==> config.mk <==
export PLATFORM = sky130hd
export DESIGN_NAME = cffmb_bank
export DESIGN_NICKNAME = d
export VERILOG_FILES = /design/src/cffmb_pkg.sv /design/src/cffmb_event_sync.sv /design/src/cffmb_cor_flags.sv /design/src/cffmb_bank.sv
export VERILOG_INCLUDE_DIRS = /design/src
export SDC_FILE = /design/constraint.sdc
export NUM_CORES = 1
export LEC_CHECK = 0
export BUFFER_PORTS_ARGS = -buffer_cell sky130_fd_sc_hd__buf_2
export CORE_MARGIN = 2
export CORE_UTILIZATION = 48
export DETAILED_ROUTE_END_ITERATION = 8
export PLACE_DENSITY = 0.74
export SLEW_MARGIN = 10
export SYNTH_ARGS = -nofsm -noshare
export SYNTH_HDL_FRONTEND = slang
export SYNTH_HIERARCHICAL = 1
export SYNTH_SLANG_ARGS = --single-unit
==> constraint.sdc <==
create_clock -name pclk -period 1.15 [get_ports pclk]
set_input_delay 0 -clock pclk [delete_from_list [all_inputs] [get_ports pclk]]
set_output_delay 0 -clock pclk [all_outputs]
set_load 0.005 [all_outputs]
==> src/cffmb_map.svh <==
// register map constants for the charger fault flag and mask bank
// Behaviour
// fault flag register at 0x6, resets zero, bits sticky, cleared by a read
// bit 6 sets when the host watchdog timer expires
// bit 5 sets when the charge safety timer expires
// bit 4 sets on auxiliary regulator overcurrent, zero in normal operation
// bit 3 sets when the current-limit pin is found open
// bit 2 sets when the first push-button wake timer expires
// bit 1 sets when the second push-button wake timer expires
// bit 0 sets when the push-button reset warning timer expires
// mask bit zero lets its flag interrupt, one suppresses it
// charge event mask holds seven read-write bits, 6 down to 0; the code keeps all eight bits read-write
// charge event mask at 0x7, resets zero
// battery thermal mask bits 7 and 5..0 read-write, bit 6 reserved; the code keeps bit 6 read-write too
// battery thermal mask at 0x8, resets zero
// converter alarm mask at 0x9, resets to 0x71
// battery and thermistor flags live at 0x4, clear on read, reset zero
// fault event mask at 0xA, resets zero, bits match flag positions
// interrupt asserted while any unmasked flag is set, drops once cleared
// a flag event in the cycle of its read survives the read
`ifndef CFFMB_MAP_SVH
`define CFFMB_MAP_SVH

`define CFFMB_IDX_BATT_FLAGS    6'h04
`define CFFMB_IDX_FAULT_FLAGS   6'h06
`define CFFMB_IDX_CHARGE_MASK   6'h07
`define CFFMB_IDX_BATT_MASK     6'h08
`define CFFMB_IDX_ALARM_MASK    6'h09
`define CFFMB_IDX_FAULT_MASK    6'h0A

`define CFFMB_RST_FLAGS         8'h00
`define CFFMB_RST_CHARGE_MASK   8'h00
`define CFFMB_RST_BATT_MASK     8'h00
`define CFFMB_RST_ALARM_MASK    8'h71
`define CFFMB_RST_FAULT_MASK    8'h00

`define CFFMB_RSV_FAULT_FLAGS   8'h80
`define CFFMB_RSV_BATT_FLAGS    8'h40

`define CFFMB_BIT_WD            6
`define CFFMB_BIT_SAFETY        5
`define CFFMB_BIT_REG_OC        4
`define CFFMB_BIT_LIMIT_OPEN    3
`define CFFMB_BIT_WAKE1         2
`define CFFMB_BIT_WAKE2         1
`define CFFMB_BIT_RST_WARN      0

`define CFFMB_BIT_IN_OV         7
`define CFFMB_BIT_BAT_RSV       6
`define CFFMB_BIT_BAT_OC        5
`define CFFMB_BIT_BAT_UV        4
`define CFFMB_BIT_COLD          3
`define CFFMB_BIT_COOL          2
`define CFFMB_BIT_WARM          1
`define CFFMB_BIT_HOT           0

`endif

==> src/cffmb_pkg.sv <==
// types shared by the charger fault flag and mask bank
package cffmb_pkg;

  typedef struct packed {
    logic watchdog_expired_flag;
    logic charge_timer_expired_flag;
    logic regulator_overcurrent_flag;
    logic limit_pin_open_flag;
    logic button_wake_first_flag;
    logic button_wake_second_flag;
    logic button_reset_warning_flag;
  } cffmb_fault_src_t;

  typedef struct packed {
    logic input_overvoltage;
    logic battery_overcurrent;
    logic battery_undervoltage;
    logic thermistor_cold_region;
    logic thermistor_cool_region;
    logic thermistor_warm_region;
    logic thermistor_hot_region;
  } cffmb_batt_src_t;

endpackage

==> src/cffmb_event_sync.sv <==
// two-flop synchroniser with rising edge detect for detector levels
`timescale 1ns/1ps
module cffmb_event_sync #(
  parameter int W = 7
) (
  input  wire logic         pclk,
  input  wire logic         presetn,
  input  wire logic [W-1:0] level_in,
  output logic      [W-1:0] rise
);
  logic [W-1:0] meta;
  logic [W-1:0] sync;
  logic [W-1:0] last;

  // meta is read only by sync
  always_ff @(posedge pclk or negedge presetn) begin
    if (!presetn) begin
      meta <= '0;
      sync <= '0;
      last <= '0;
    end else begin
      meta <= level_in;
      sync <= meta;
      last <= sync;
    end
  end

  assign rise = sync & ~last;
endmodule

==> src/cffmb_cor_flags.sv <==
// sticky clear-on-read flag register, set wins over clear
`timescale 1ns/1ps
`include "cffmb_map.svh"
module cffmb_cor_flags #(
  parameter int       W   = 8,
  parameter bit [W-1:0] RSV = '0
) (
  input  wire logic         pclk,
  input  wire logic         presetn,
  input  wire logic [W-1:0] set,
  input  wire logic         clr_en,
  input  wire logic [W-1:0] clr_bits,
  output logic      [W-1:0] flags
);
  logic [W-1:0] clr_mask;
  logic [W-1:0] next_flags;

  // only bits already reported are cleared, so late events survive
  assign clr_mask   = clr_en ? clr_bits : '0;
  assign next_flags = ((flags & ~clr_mask) | set) & ~RSV;

  always_ff @(posedge pclk or negedge presetn) begin
    if (!presetn) begin
      flags <= W'(`CFFMB_RST_FLAGS);
    end else begin
      flags <= next_flags;
    end
  end
endmodule

==> src/cffmb_bank.sv <==
// apb flag and mask register bank with interrupt output
`timescale 1ns/1ps
`include "cffmb_map.svh"
module cffmb_bank
  import cffmb_pkg::*;
(
  input  wire logic             pclk,
  input  wire logic             presetn,
  input  wire logic             psel,
  input  wire logic             penable,
  input  wire logic             pwrite,
  input  wire logic [7:0]       paddr,
  input  wire logic [31:0]      pwdata,
  input  wire logic [3:0]       pstrb,
  output logic      [31:0]      prdata,
  output logic                  pready,
  output logic                  pslverr,
  input  wire cffmb_fault_src_t fault_detect,
  input  wire cffmb_batt_src_t  batt_detect,
  input  wire logic [7:0]       charge_flags_pending,
  input  wire logic [7:0]       alarm_flags_pending,
  output logic                  charger_irq
);

  // register index decode, used for every register
  function automatic logic reg_hit(input logic [7:0] addr, input logic [5:0] idx);
    reg_hit = (addr[7:2] == idx) && (addr[1:0] == 2'b00);
  endfunction

  logic [6:0]  fault_rise;
  logic [6:0]  batt_rise;
  logic [7:0]  fault_set;
  logic [7:0]  batt_set;
  logic [7:0]  fault_event_flags;
  logic [7:0]  battery_thermal_flags;
  logic [7:0]  charge_event_interrupt_mask;
  logic [7:0]  battery_thermal_interrupt_mask;
  logic [7:0]  converter_alarm_interrupt_mask;
  logic [7:0]  fault_event_interrupt_mask;
  logic [7:0]  next_charge_mask;
  logic [7:0]  next_batt_mask;
  logic [7:0]  next_alarm_mask;
  logic [7:0]  next_fault_mask;
  logic [31:0] next_prdata;
  logic [7:0]  read_byte;
  logic        hit_batt_flags;
  logic        hit_fault_flags;
  logic        hit_charge_mask;
  logic        hit_batt_mask;
  logic        hit_alarm_mask;
  logic        hit_fault_mask;
  logic        hit_any;
  logic        setup_rd;
  logic        access;
  logic        wr_en;
  logic        rd_done;
  logic        clr_fault;
  logic        clr_batt;
  logic [7:0]  pend_charge;
  logic [7:0]  pend_batt;
  logic [7:0]  pend_alarm;
  logic [7:0]  pend_fault;
  logic        next_irq;

  // detectors are asynchronous to pclk
  cffmb_event_sync #(.W(7)) u_fault_sync (
    .pclk     (pclk),
    .presetn  (presetn),
    .level_in (fault_detect),
    .rise     (fault_rise)
  );

  cffmb_event_sync #(.W(7)) u_batt_sync (
    .pclk     (pclk),
    .presetn  (presetn),
    .level_in (batt_detect),
    .rise     (batt_rise)
  );

  // fault event bit positions
  assign fault_set[7]                     = 1'b0;
  assign fault_set[`CFFMB_BIT_WD]         = fault_rise[6];
  assign fault_set[`CFFMB_BIT_SAFETY]     = fault_rise[5];
  assign fault_set[`CFFMB_BIT_REG_OC]     = fault_rise[4];
  assign fault_set[`CFFMB_BIT_LIMIT_OPEN] = fault_rise[3];
  assign fault_set[`CFFMB_BIT_WAKE1]      = fault_rise[2];
  assign fault_set[`CFFMB_BIT_WAKE2]      = fault_rise[1];
  assign fault_set[`CFFMB_BIT_RST_WARN]   = fault_rise[0];

  // battery and thermistor bit positions
  assign batt_set[`CFFMB_BIT_IN_OV]   = batt_rise[6];
  assign batt_set[`CFFMB_BIT_BAT_RSV] = 1'b0;
  assign batt_set[`CFFMB_BIT_BAT_OC]  = batt_rise[5];
  assign batt_set[`CFFMB_BIT_BAT_UV]  = batt_rise[4];
  assign batt_set[`CFFMB_BIT_COLD]    = batt_rise[3];
  assign batt_set[`CFFMB_BIT_COOL]    = batt_rise[2];
  assign batt_set[`CFFMB_BIT_WARM]    = batt_rise[1];
  assign batt_set[`CFFMB_BIT_HOT]     = batt_rise[0];

  // apb decode
  assign hit_batt_flags  = reg_hit(paddr, `CFFMB_IDX_BATT_FLAGS);
  assign hit_fault_flags = reg_hit(paddr, `CFFMB_IDX_FAULT_FLAGS);
  assign hit_charge_mask = reg_hit(paddr, `CFFMB_IDX_CHARGE_MASK);
  assign hit_batt_mask   = reg_hit(paddr, `CFFMB_IDX_BATT_MASK);
  assign hit_alarm_mask  = reg_hit(paddr, `CFFMB_IDX_ALARM_MASK);
  assign hit_fault_mask  = reg_hit(paddr, `CFFMB_IDX_FAULT_MASK);
  assign hit_any = hit_batt_flags | hit_fault_flags | hit_charge_mask
                 | hit_batt_mask | hit_alarm_mask | hit_fault_mask;

  // zero wait states: read data is captured in the setup cycle
  assign pready   = 1'b1;
  assign setup_rd = psel & ~penable & ~pwrite;
  assign access   = psel & penable;
  assign pslverr  = access & ~hit_any;
  assign wr_en    = access & pwrite & pstrb[0] & hit_any;
  assign rd_done  = access & ~pwrite;

  // clear-on-read acts at the access edge, clearing only what was returned
  assign clr_fault = rd_done & hit_fault_flags;
  assign clr_batt  = rd_done & hit_batt_flags;

  cffmb_cor_flags #(.W(8), .RSV(`CFFMB_RSV_FAULT_FLAGS)) u_fault_flags (
    .pclk     (pclk),
    .presetn  (presetn),
    .set      (fault_set),
    .clr_en   (clr_fault),
    .clr_bits (prdata[7:0]),
    .flags    (fault_event_flags)
  );

  cffmb_cor_flags #(.W(8), .RSV(`CFFMB_RSV_BATT_FLAGS)) u_batt_flags (
    .pclk     (pclk),
    .presetn  (presetn),
    .set      (batt_set),
    .clr_en   (clr_batt),
    .clr_bits (prdata[7:0]),
    .flags    (battery_thermal_flags)
  );

  // mask writes; reserved mask bits are kept read-write
  assign next_charge_mask = (wr_en & hit_charge_mask) ? pwdata[7:0] : charge_event_interrupt_mask;
  assign next_batt_mask   = (wr_en & hit_batt_mask) ? pwdata[7:0] : battery_thermal_interrupt_mask;
  assign next_alarm_mask  = (wr_en & hit_alarm_mask) ? pwdata[7:0] : converter_alarm_interrupt_mask;
  assign next_fault_mask  = (wr_en & hit_fault_mask) ? pwdata[7:0] : fault_event_interrupt_mask;

  always_ff @(posedge pclk or negedge presetn) begin
    if (!presetn) begin
      charge_event_interrupt_mask    <= `CFFMB_RST_CHARGE_MASK;
      battery_thermal_interrupt_mask <= `CFFMB_RST_BATT_MASK;
      converter_alarm_interrupt_mask <= `CFFMB_RST_ALARM_MASK;
      fault_event_interrupt_mask     <= `CFFMB_RST_FAULT_MASK;
    end else begin
      charge_event_interrupt_mask    <= next_charge_mask;
      battery_thermal_interrupt_mask <= next_batt_mask;
      converter_alarm_interrupt_mask <= next_alarm_mask;
      fault_event_interrupt_mask     <= next_fault_mask;
    end
  end

  // read mux; unmapped reads return zero
  assign read_byte = hit_batt_flags  ? battery_thermal_flags :
                     hit_fault_flags ? fault_event_flags :
                     hit_charge_mask ? charge_event_interrupt_mask :
                     hit_batt_mask   ? battery_thermal_interrupt_mask :
                     hit_alarm_mask  ? converter_alarm_interrupt_mask :
                     hit_fault_mask  ? fault_event_interrupt_mask : 8'h00;
  assign next_prdata = setup_rd ? {24'h000000, read_byte} : prdata;

  always_ff @(posedge pclk or negedge presetn) begin
    if (!presetn) begin
      prdata <= 32'h00000000;
    end else begin
      prdata <= next_prdata;
    end
  end

  // interrupt: a zero mask bit passes its flag
  assign pend_charge = charge_flags_pending & ~charge_event_interrupt_mask;
  assign pend_batt   = battery_thermal_flags & ~battery_thermal_interrupt_mask;
  assign pend_alarm  = alarm_flags_pending & ~converter_alarm_interrupt_mask;
  assign pend_fault  = fault_event_flags & ~fault_event_interrupt_mask;
  assign next_irq = |{pend_charge, pend_batt, pend_alarm, pend_fault};

  // registered to keep the pin glitch free, one cycle behind the flags
  always_ff @(posedge pclk or negedge presetn) begin
    if (!presetn) begin
      charger_irq <= 1'b0;
    end else begin
      charger_irq <= next_irq;
    end
  end
endmodule

==> results.cfg, run 1 <==
[global_routing]
groute.layer.met1.usage = 0.2895
initial_antenna_violation_count = 0
first_global_vias = 3408
grt_max_degree = 52
grtUsageMet2 = 0.3462
grt-busiest-layer = met2
global_route_wire_length_before_repair_um = 16620
grt-ovfl-total = 0
grt_util_all_layers = 0.2181
grtUsageMet3 = 0.04255

[pwr]
pwr_density_cell_mw_per_mm2 = 1093
power.share.switching = 0.2554
ir_worst_vdd_mv = 1.106
part_of_the_power_in_registers = 0.564
power.internal_uw = 4689
p_clk_frac = 0.340
net-switching-power_uw = 1608
cellLeakagePower_uw = 0.002837
pwr-share-comb = 0.096

[floorplanning]
die_footprint_mm2 = 0.009800
core-area_mm2 = 0.008721
rows = 34
io-pin-count = 114
dieHeight_um = 99.00
initial_utilization = 0.4967
dieWidth_um = 99.00

[final_layout]
seq_area_mm2 = 0.002432
area_growth_pct = 32.99
multiInputGateArea_mm2 = 0.001854
post_route_cells_drive_above_1_share = 0.4016
fin_cells = 621
finish.net_count = 587
antenna_cells = 0
final_core_util = 0.6605
filler_cell_count = 660

[synth]
ys_ff_latch = 97
synth-seq-area-share = 0.5615
netlist_instances = 376
syn-mean-instance-area_um2 = 11.52
yosysWarnings = 6
netlist-cell-type-count = 34
post_synth_instance_area_mm2 = 0.004332

[flow_run]
cap_violations = 0

[timing]
fmax_mhz = 765.2
fin_crit_ns = 1.307
post-route-period-util = 1.136
whs_ns = 0.03628
setup_viol_count_final = 47
finalWorstSetupSlack_ns = -0.1569
rsz0062_at_grt = yes
fin_worst_skew_ns = 0.009428
report.final.slew_viol_count = 0
finalHoldViolations = 0

[drt]
drt_pre_antenna_iters = 7
post_detailed_route_count_of_antenna_violating_nets = 0
routed_wirelength_um = 10170
detail_route.drc_violations = 0
avgRoutedWirePerCell_um = 16.37
drt_first_iter_violations = 271
vias_per_cell = 5.366
dr_total_vias = 3332

[worst_setup_path]
rr_worst_depth = 4
reg2reg_setup_slack_ns = -0.11
r2r_start = charge_event_interrupt_mask[3]
reg2reg_to = charger_irq
worst_setup_path_end_kind = register
crit_start = paddr[6]
crit_fanout = 8
setup.worst_path.start_class = input port
cp.required_ns = 1.40
crit_type = input port to register
worstPathArrival_ns = 1.56

[placement]
dp.cells = 579
detailedPlace.worstSlack_ns = -0.6359
detailed_place_hpwl_um = 7255
port-buffer-count = 61
gp_congestion = 0.9072

[cts]
clock_tree.htree_level_count = 3
clock_latency_late_sink_ns = 0.37
clock_sinks = 97
tritoncts_buffers = 9
cts.reportedPaths.clkPinSlew_ns = 0.10
cts.root.buffer_cell = sky130_fd_sc_hd__clkbuf_8
tritoncts_clock_tree = yes
max-clock-path-buffers = 2

[min_path]
holdPathEnd = charger_irq
hold_path_startpoint = alarm_flags_pending[0]
hold_class = input port to register
hold_depth = 5

[outcome]
run_status = finished with violations
violations = setup timing
critical path, cell delays in order:
cell and delay (ns):
sky130_fd_sc_hd__buf_8 0.10, sky130_fd_sc_hd__nor4_4 0.34, sky130_fd_sc_hd__nand2_2 0.08, sky130_fd_sc_hd__or3_4 0.39
sky130_fd_sc_hd__nor3_4 0.17, sky130_fd_sc_hd__buf_12 0.17, sky130_fd_sc_hd__mux2_4 0.30
state kept, by name (all words and copies together), names as in the netlist:
register	cells
battery_thermal_interrupt_mask	8
charge_event_interrupt_mask	8
converter_alarm_interrupt_mask	8
fault_event_interrupt_mask	8
prdata	8
u_batt_flags/flags	7
u_batt_sync/last	7
u_batt_sync/meta	7
u_batt_sync/sync	7
u_fault_flags/flags	7
u_fault_sync/last	7
u_fault_sync/meta	7
u_fault_sync/sync	7
charger_irq	1
cells by family after synthesis:
family	Yosys count	share of synthesized area
flip-flops	97	0.5615
other	4	0.003465
AO/OA/AOI/OAI	95	0.1389
buffers and inverters	70	0.08521
AND/OR/NAND/NOR	76	0.1236
XOR/XNOR	2	0.004045
multiplexers	32	0.08319
routing by layer:
metal,share of wire,vias up
met2,0.49,135
met1,0.43,1656
met5,0,-
met4,0.033,0
met3,0.052,30
li1,-,1511
power groups by stage:
stage                     registers, µW  logic [µW]  clock network [µW]
after global routing               3560         665                2360
after detailed placement           3620         521                   0
after global placement             3610         511                   0
after floorplan                    3600         286                   0
after CTS                          3550         594                2210
final                              3550         605                2140
worst max-delay path by stage:
stage / end / slack (ns) / cells past startpoint
after detailed placement: u_batt_flags/flags[0] / -0.64 / 7
after global routing: u_fault_flags/flags[5] / -0.19 / 8
after global placement: converter_alarm_interrupt_mask[2] / -0.56 / 7
final: battery_thermal_interrupt_mask[6] / -0.16 / 7
after CTS: u_fault_flags/flags[3] / -0.17 / 8
after floorplan: battery_thermal_interrupt_mask[0] / -0.44 / 5
final cells by class:
class	count	share of cell area
Clock buffer	10	0.02389
Multi-Input combinational cell	232	0.3219
Sequential cell	97	0.4222
Tap cell	108	0.02346
Clock inverter	6	0.009991
Timing Repair Buffer	135	0.1770
Inverter	33	0.02150
cells in the mapped netlist:
cell,instances,area (µm²)
sky130_fd_sc_hd__nor2_4,1,11.26
sky130_fd_sc_hd__clkbuf_1,5,18.77
sky130_fd_sc_hd__buf_4,27,202.7
sky130_fd_sc_hd__conb_1,4,15.01
sky130_fd_sc_hd__a31oi_1,9,56.30
sky130_fd_sc_hd__clkinv_1,1,3.750
sky130_fd_sc_hd__or3_4,1,11.26
sky130_fd_sc_hd__nor3_4,1,16.27
sky130_fd_sc_hd__nor2b_1,3,18.77
sky130_fd_sc_hd__nand2_2,1,6.260
sky130_fd_sc_hd__a21oi_1,16,80.08
sky130_fd_sc_hd__a21o_1,22,165.2
sky130_fd_sc_hd__nor2b_4,14,192.7
sky130_fd_sc_hd__nand4_1,1,6.260
sky130_fd_sc_hd__dfrtp_1,93,2327
sky130_fd_sc_hd__inv_1,32,120.1
sky130_fd_sc_hd__mux2_2,32,360.4
sky130_fd_sc_hd__xnor2_1,1,8.760
sky130_fd_sc_hd__nand3b_1,1,7.510
sky130_fd_sc_hd__or2_2,1,6.260
sky130_fd_sc_hd__a22oi_1,8,60.06
sky130_fd_sc_hd__nor3_1,1,5.000
sky130_fd_sc_hd__xor2_1,1,8.760
sky130_fd_sc_hd__nand2b_1,2,12.51
sky130_fd_sc_hd__dfstp_2,4,105.1
sky130_fd_sc_hd__nand2_1,27,101.4
sky130_fd_sc_hd__nor2_1,11,41.29
sky130_fd_sc_hd__o22ai_1,32,200.2
sky130_fd_sc_hd__nor4_4,2,42.54
sky130_fd_sc_hd__nor4_1,7,43.79
sky130_fd_sc_hd__buf_1,1,3.750
sky130_fd_sc_hd__buf_2,4,20.02
sky130_fd_sc_hd__or3_1,2,12.51
sky130_fd_sc_hd__o21ai_0,8,40.04
cell usage in the layout (no fill, tap or decap), drive strengths merged:
master	n
buf	112
dfrtp	93
inv	35
mux2	32
o22ai	32
nand2	28
conb	27
dlygate4sd3	23
a21o	22
nor2b	17
a21oi	16
nor2	12
clkbuf	10
a31oi	9
nor4	9
o21ai	8
a22oi	8
dfstp	4
clkinv	4
or3	3
nand2b	2
nor3	2
xor2	1
xnor2	1
nand3b	1
nand4	1
or2	1
repair_timing:
action | in CTS | in global routing
hold endpoints to repair | 143 | 0
resized for setup | 25 | 8
buffers inserted | 3 | 1
pin swaps | 16 | 11
hold buffers | 23 | 0
setup endpoints to repair | 55 | 55
through the flow:
step / cell area [µm²] / setup TNS (ns) / total power, µW
after floorplan: 4568 / -16.52 / 3890
after global placement: 5176 / -27.40 / 4123
after detailed placement: 5176 / -29.00 / 4137
after CTS: 5729 / -5.668 / 6352
after global routing: 5761 / -6.643 / 6587
final: 5761 / -4.429 / 6296
(Power assumes the default switching activity.)
==> run 2: changes to the inputs <==
Settings changed: CORE_MARGIN 2 to not set, PLACE_DENSITY 0.74 to 0.84.
==> run 2 against run 1 <==
Net effect: fmax rose by 1.4%; hold slack better by 0.023 ns; the flow still finishes with violations (setup timing); final area is 4.1% higher; clock skew rose by 0.0036 ns; first-iteration DRC count is 2.2% higher; non-clock buffer count up 18; largest cell class unchanged.
==> results.cfg, run 2 (synthesized netlist as in run 1, its figures left out) <==
[timing]
setup_viol_count_final = 47
fmax_mhz = 775.6
report.final.slew_viol_count = 0
post-route-period-util = 1.121
slew-limit-headroom = 0.5120
least_margin_pin_slew_ns = 0.7294
finalWorstSetupSlack_ns = -0.1393
fin_crit_ns = 1.289
rsz0062_at_grt = yes
fin_worst_skew_ns = 0.01300
finalHoldViolations = 0

[cts]
tritoncts_clock_tree = yes
clock_latency_late_sink_ns = 0.37
cts.root.buffer_cell = sky130_fd_sc_hd__clkbuf_8
clock_sinks = 97
cts.reportedPaths.clkPinSlew_ns = 0.09
clock_tree.htree_level_count = 3
max-clock-path-buffers = 2
tritoncts_buffers = 9

[drt]
drt_first_iter_violations = 277
dr_total_vias = 3480
avgRoutedWirePerCell_um = 17.35
post_detailed_route_count_of_antenna_violating_nets = 0
detail_route.drc_violations = 0
drt_pre_antenna_iters = 4
routed_wirelength_um = 11090
vias_per_cell = 5.446

[floorplanning]
initial_utilization = 0.4967
io-pin-count = 114
dieHeight_um = 97.00
die_footprint_mm2 = 0.009408
dieWidth_um = 97.00
rows = 34
core-area_mm2 = 0.008721

[worst_setup_path]
cp.required_ns = 1.41
worstPathArrival_ns = 1.55
crit_fanout = 7
crit_start = paddr[6]
crit_type = input port to register
setup.worst_path.start_class = input port
worst_setup_path_end_kind = register
r2r_start = u_batt_flags/flags[4]

[min_path]
hold_class = input port to async pin

[placement]
dp.cells = 591
port-buffer-count = 61
detailed_place_hpwl_um = 7781
gp_congestion = 0.9843
placed_cell_area_mm2 = 0.005254

[global_routing]
grtUsageMet2 = 0.3976
first_global_vias = 3559
grt_util_all_layers = 0.2397
global_route_wire_length_before_repair_um = 17290
groute.layer.met1.usage = 0.2998
grtUsageMet3 = 0.04624
grt_max_degree = 25
grt-busiest-layer = met2
grt-ovfl-total = 0
initial_antenna_violation_count = 0

[pwr]
cellLeakagePower_uw = 0.002920
pwr_density_cell_mw_per_mm2 = 1056
ir_worst_vdd_mv = 0.8399

[final_layout]
post_route_cells_drive_above_1_share = 0.4689
layout_commonest_cell = sky130_fd_sc_hd__dfrtp_1
fin_cells = 639
antenna_cells = 0
mostFrequentLayoutCells = sky130_fd_sc_hd__dfrtp_1 (93), sky130_fd_sc_hd__buf_4 (63), sky130_fd_sc_hd__buf_2 (58)
finish.net_count = 605
area_growth_pct = 38.45
layout.cell_area.non_filler_mm2 = 0.005997

[flow_run]
cap_violations = 0

[outcome]
violations = setup timing
run_status = finished with violations
[run 2: critical path: stages]
cell and delay (ns):
sky130_fd_sc_hd__buf_6 0.10, sky130_fd_sc_hd__nor4_4 0.33, sky130_fd_sc_hd__nand3b_1 0.14, sky130_fd_sc_hd__or3_4 0.37, sky130_fd_sc_hd__nor3_4 0.20, sky130_fd_sc_hd__buf_6 0.16, sky130_fd_sc_hd__nand2_1 0.08, sky130_fd_sc_hd__a21o_1 0.17
[run 2: cell type report]
cell class / instances / area, µm²
fill: 582 / 2724
sequential: 97 / 2432
clock buffer: 10 / 137.6
clock inverter: 6 / 62.56
tap: 108 / 135.1
timing repair buffer: 153 / 1130
multi-input combinational: 232 / 1976
inverter: 33 / 123.9
[run 2: stage by stage]
| step | hold WS, ns | utilization | power [µW] | TNS, ns | setup slack [ns] |
|---|---|---|---|---|---|
| 2_1_floorplan | -0.2956 | - | 3890 | -16.52 | -0.4406 |
| 3_3_place_gp | -0.07426 | 0.6024 | 4136 | -26.75 | -0.5592 |
| 3_5_place_dp | -0.07880 | 0.6024 | 4151 | -27.46 | -0.5906 |
| 4_1_cts | 0.03381 | 0.6663 | 6349 | -3.593 | -0.1401 |
| 5_1_grt | 0.06819 | 0.6877 | 6594 | -6.705 | -0.1962 |
| 6_report | 0.05921 | 0.6877 | 6331 | -3.852 | -0.1393 |
[run 2: worst paths after layout]
path                                                           to  slack (ns)  cells past startpoint
worst max-delay path                        u_batt_flags/flags[7]       -0.14                      8
worst min-delay path                         u_fault_sync/sync[1]        0.06                      2
worst max register to register                        charger_irq       -0.11                      4
worst min register to register                u_batt_sync/sync[0]        0.35                      0
max in group asynchronous       converter_alarm_interrupt_mask[4]        0.56                      3
min in group pclk                                     charger_irq        0.10                      5
[run 2: per-layer routing]
metal  routed length [µm]  vias up
li1                     -     1547
met1                 4545     1723
met2                 5506      175
met3                  636       35
met4                  399        0
met5                    0        -
[run 2: what timing repair did]
| item | 4_1_cts | 5_1_grt |
|---|---|---|
| pin swaps | 7 | 16 |
| setup buffers | 6 | 5 |
| gates resized for setup | 22 | 38 |
| hold endpoints to repair | 142 | 0 |
| hold buffers | 23 | 0 |
| setup endpoints to repair | 55 | 55 |
[run 2: power by group]
group	switching [µW]	internal [µW]	total (µW)
Combinational	332	310	642
Clock	1250	893	2140
Sequential	52.4	3500	3550
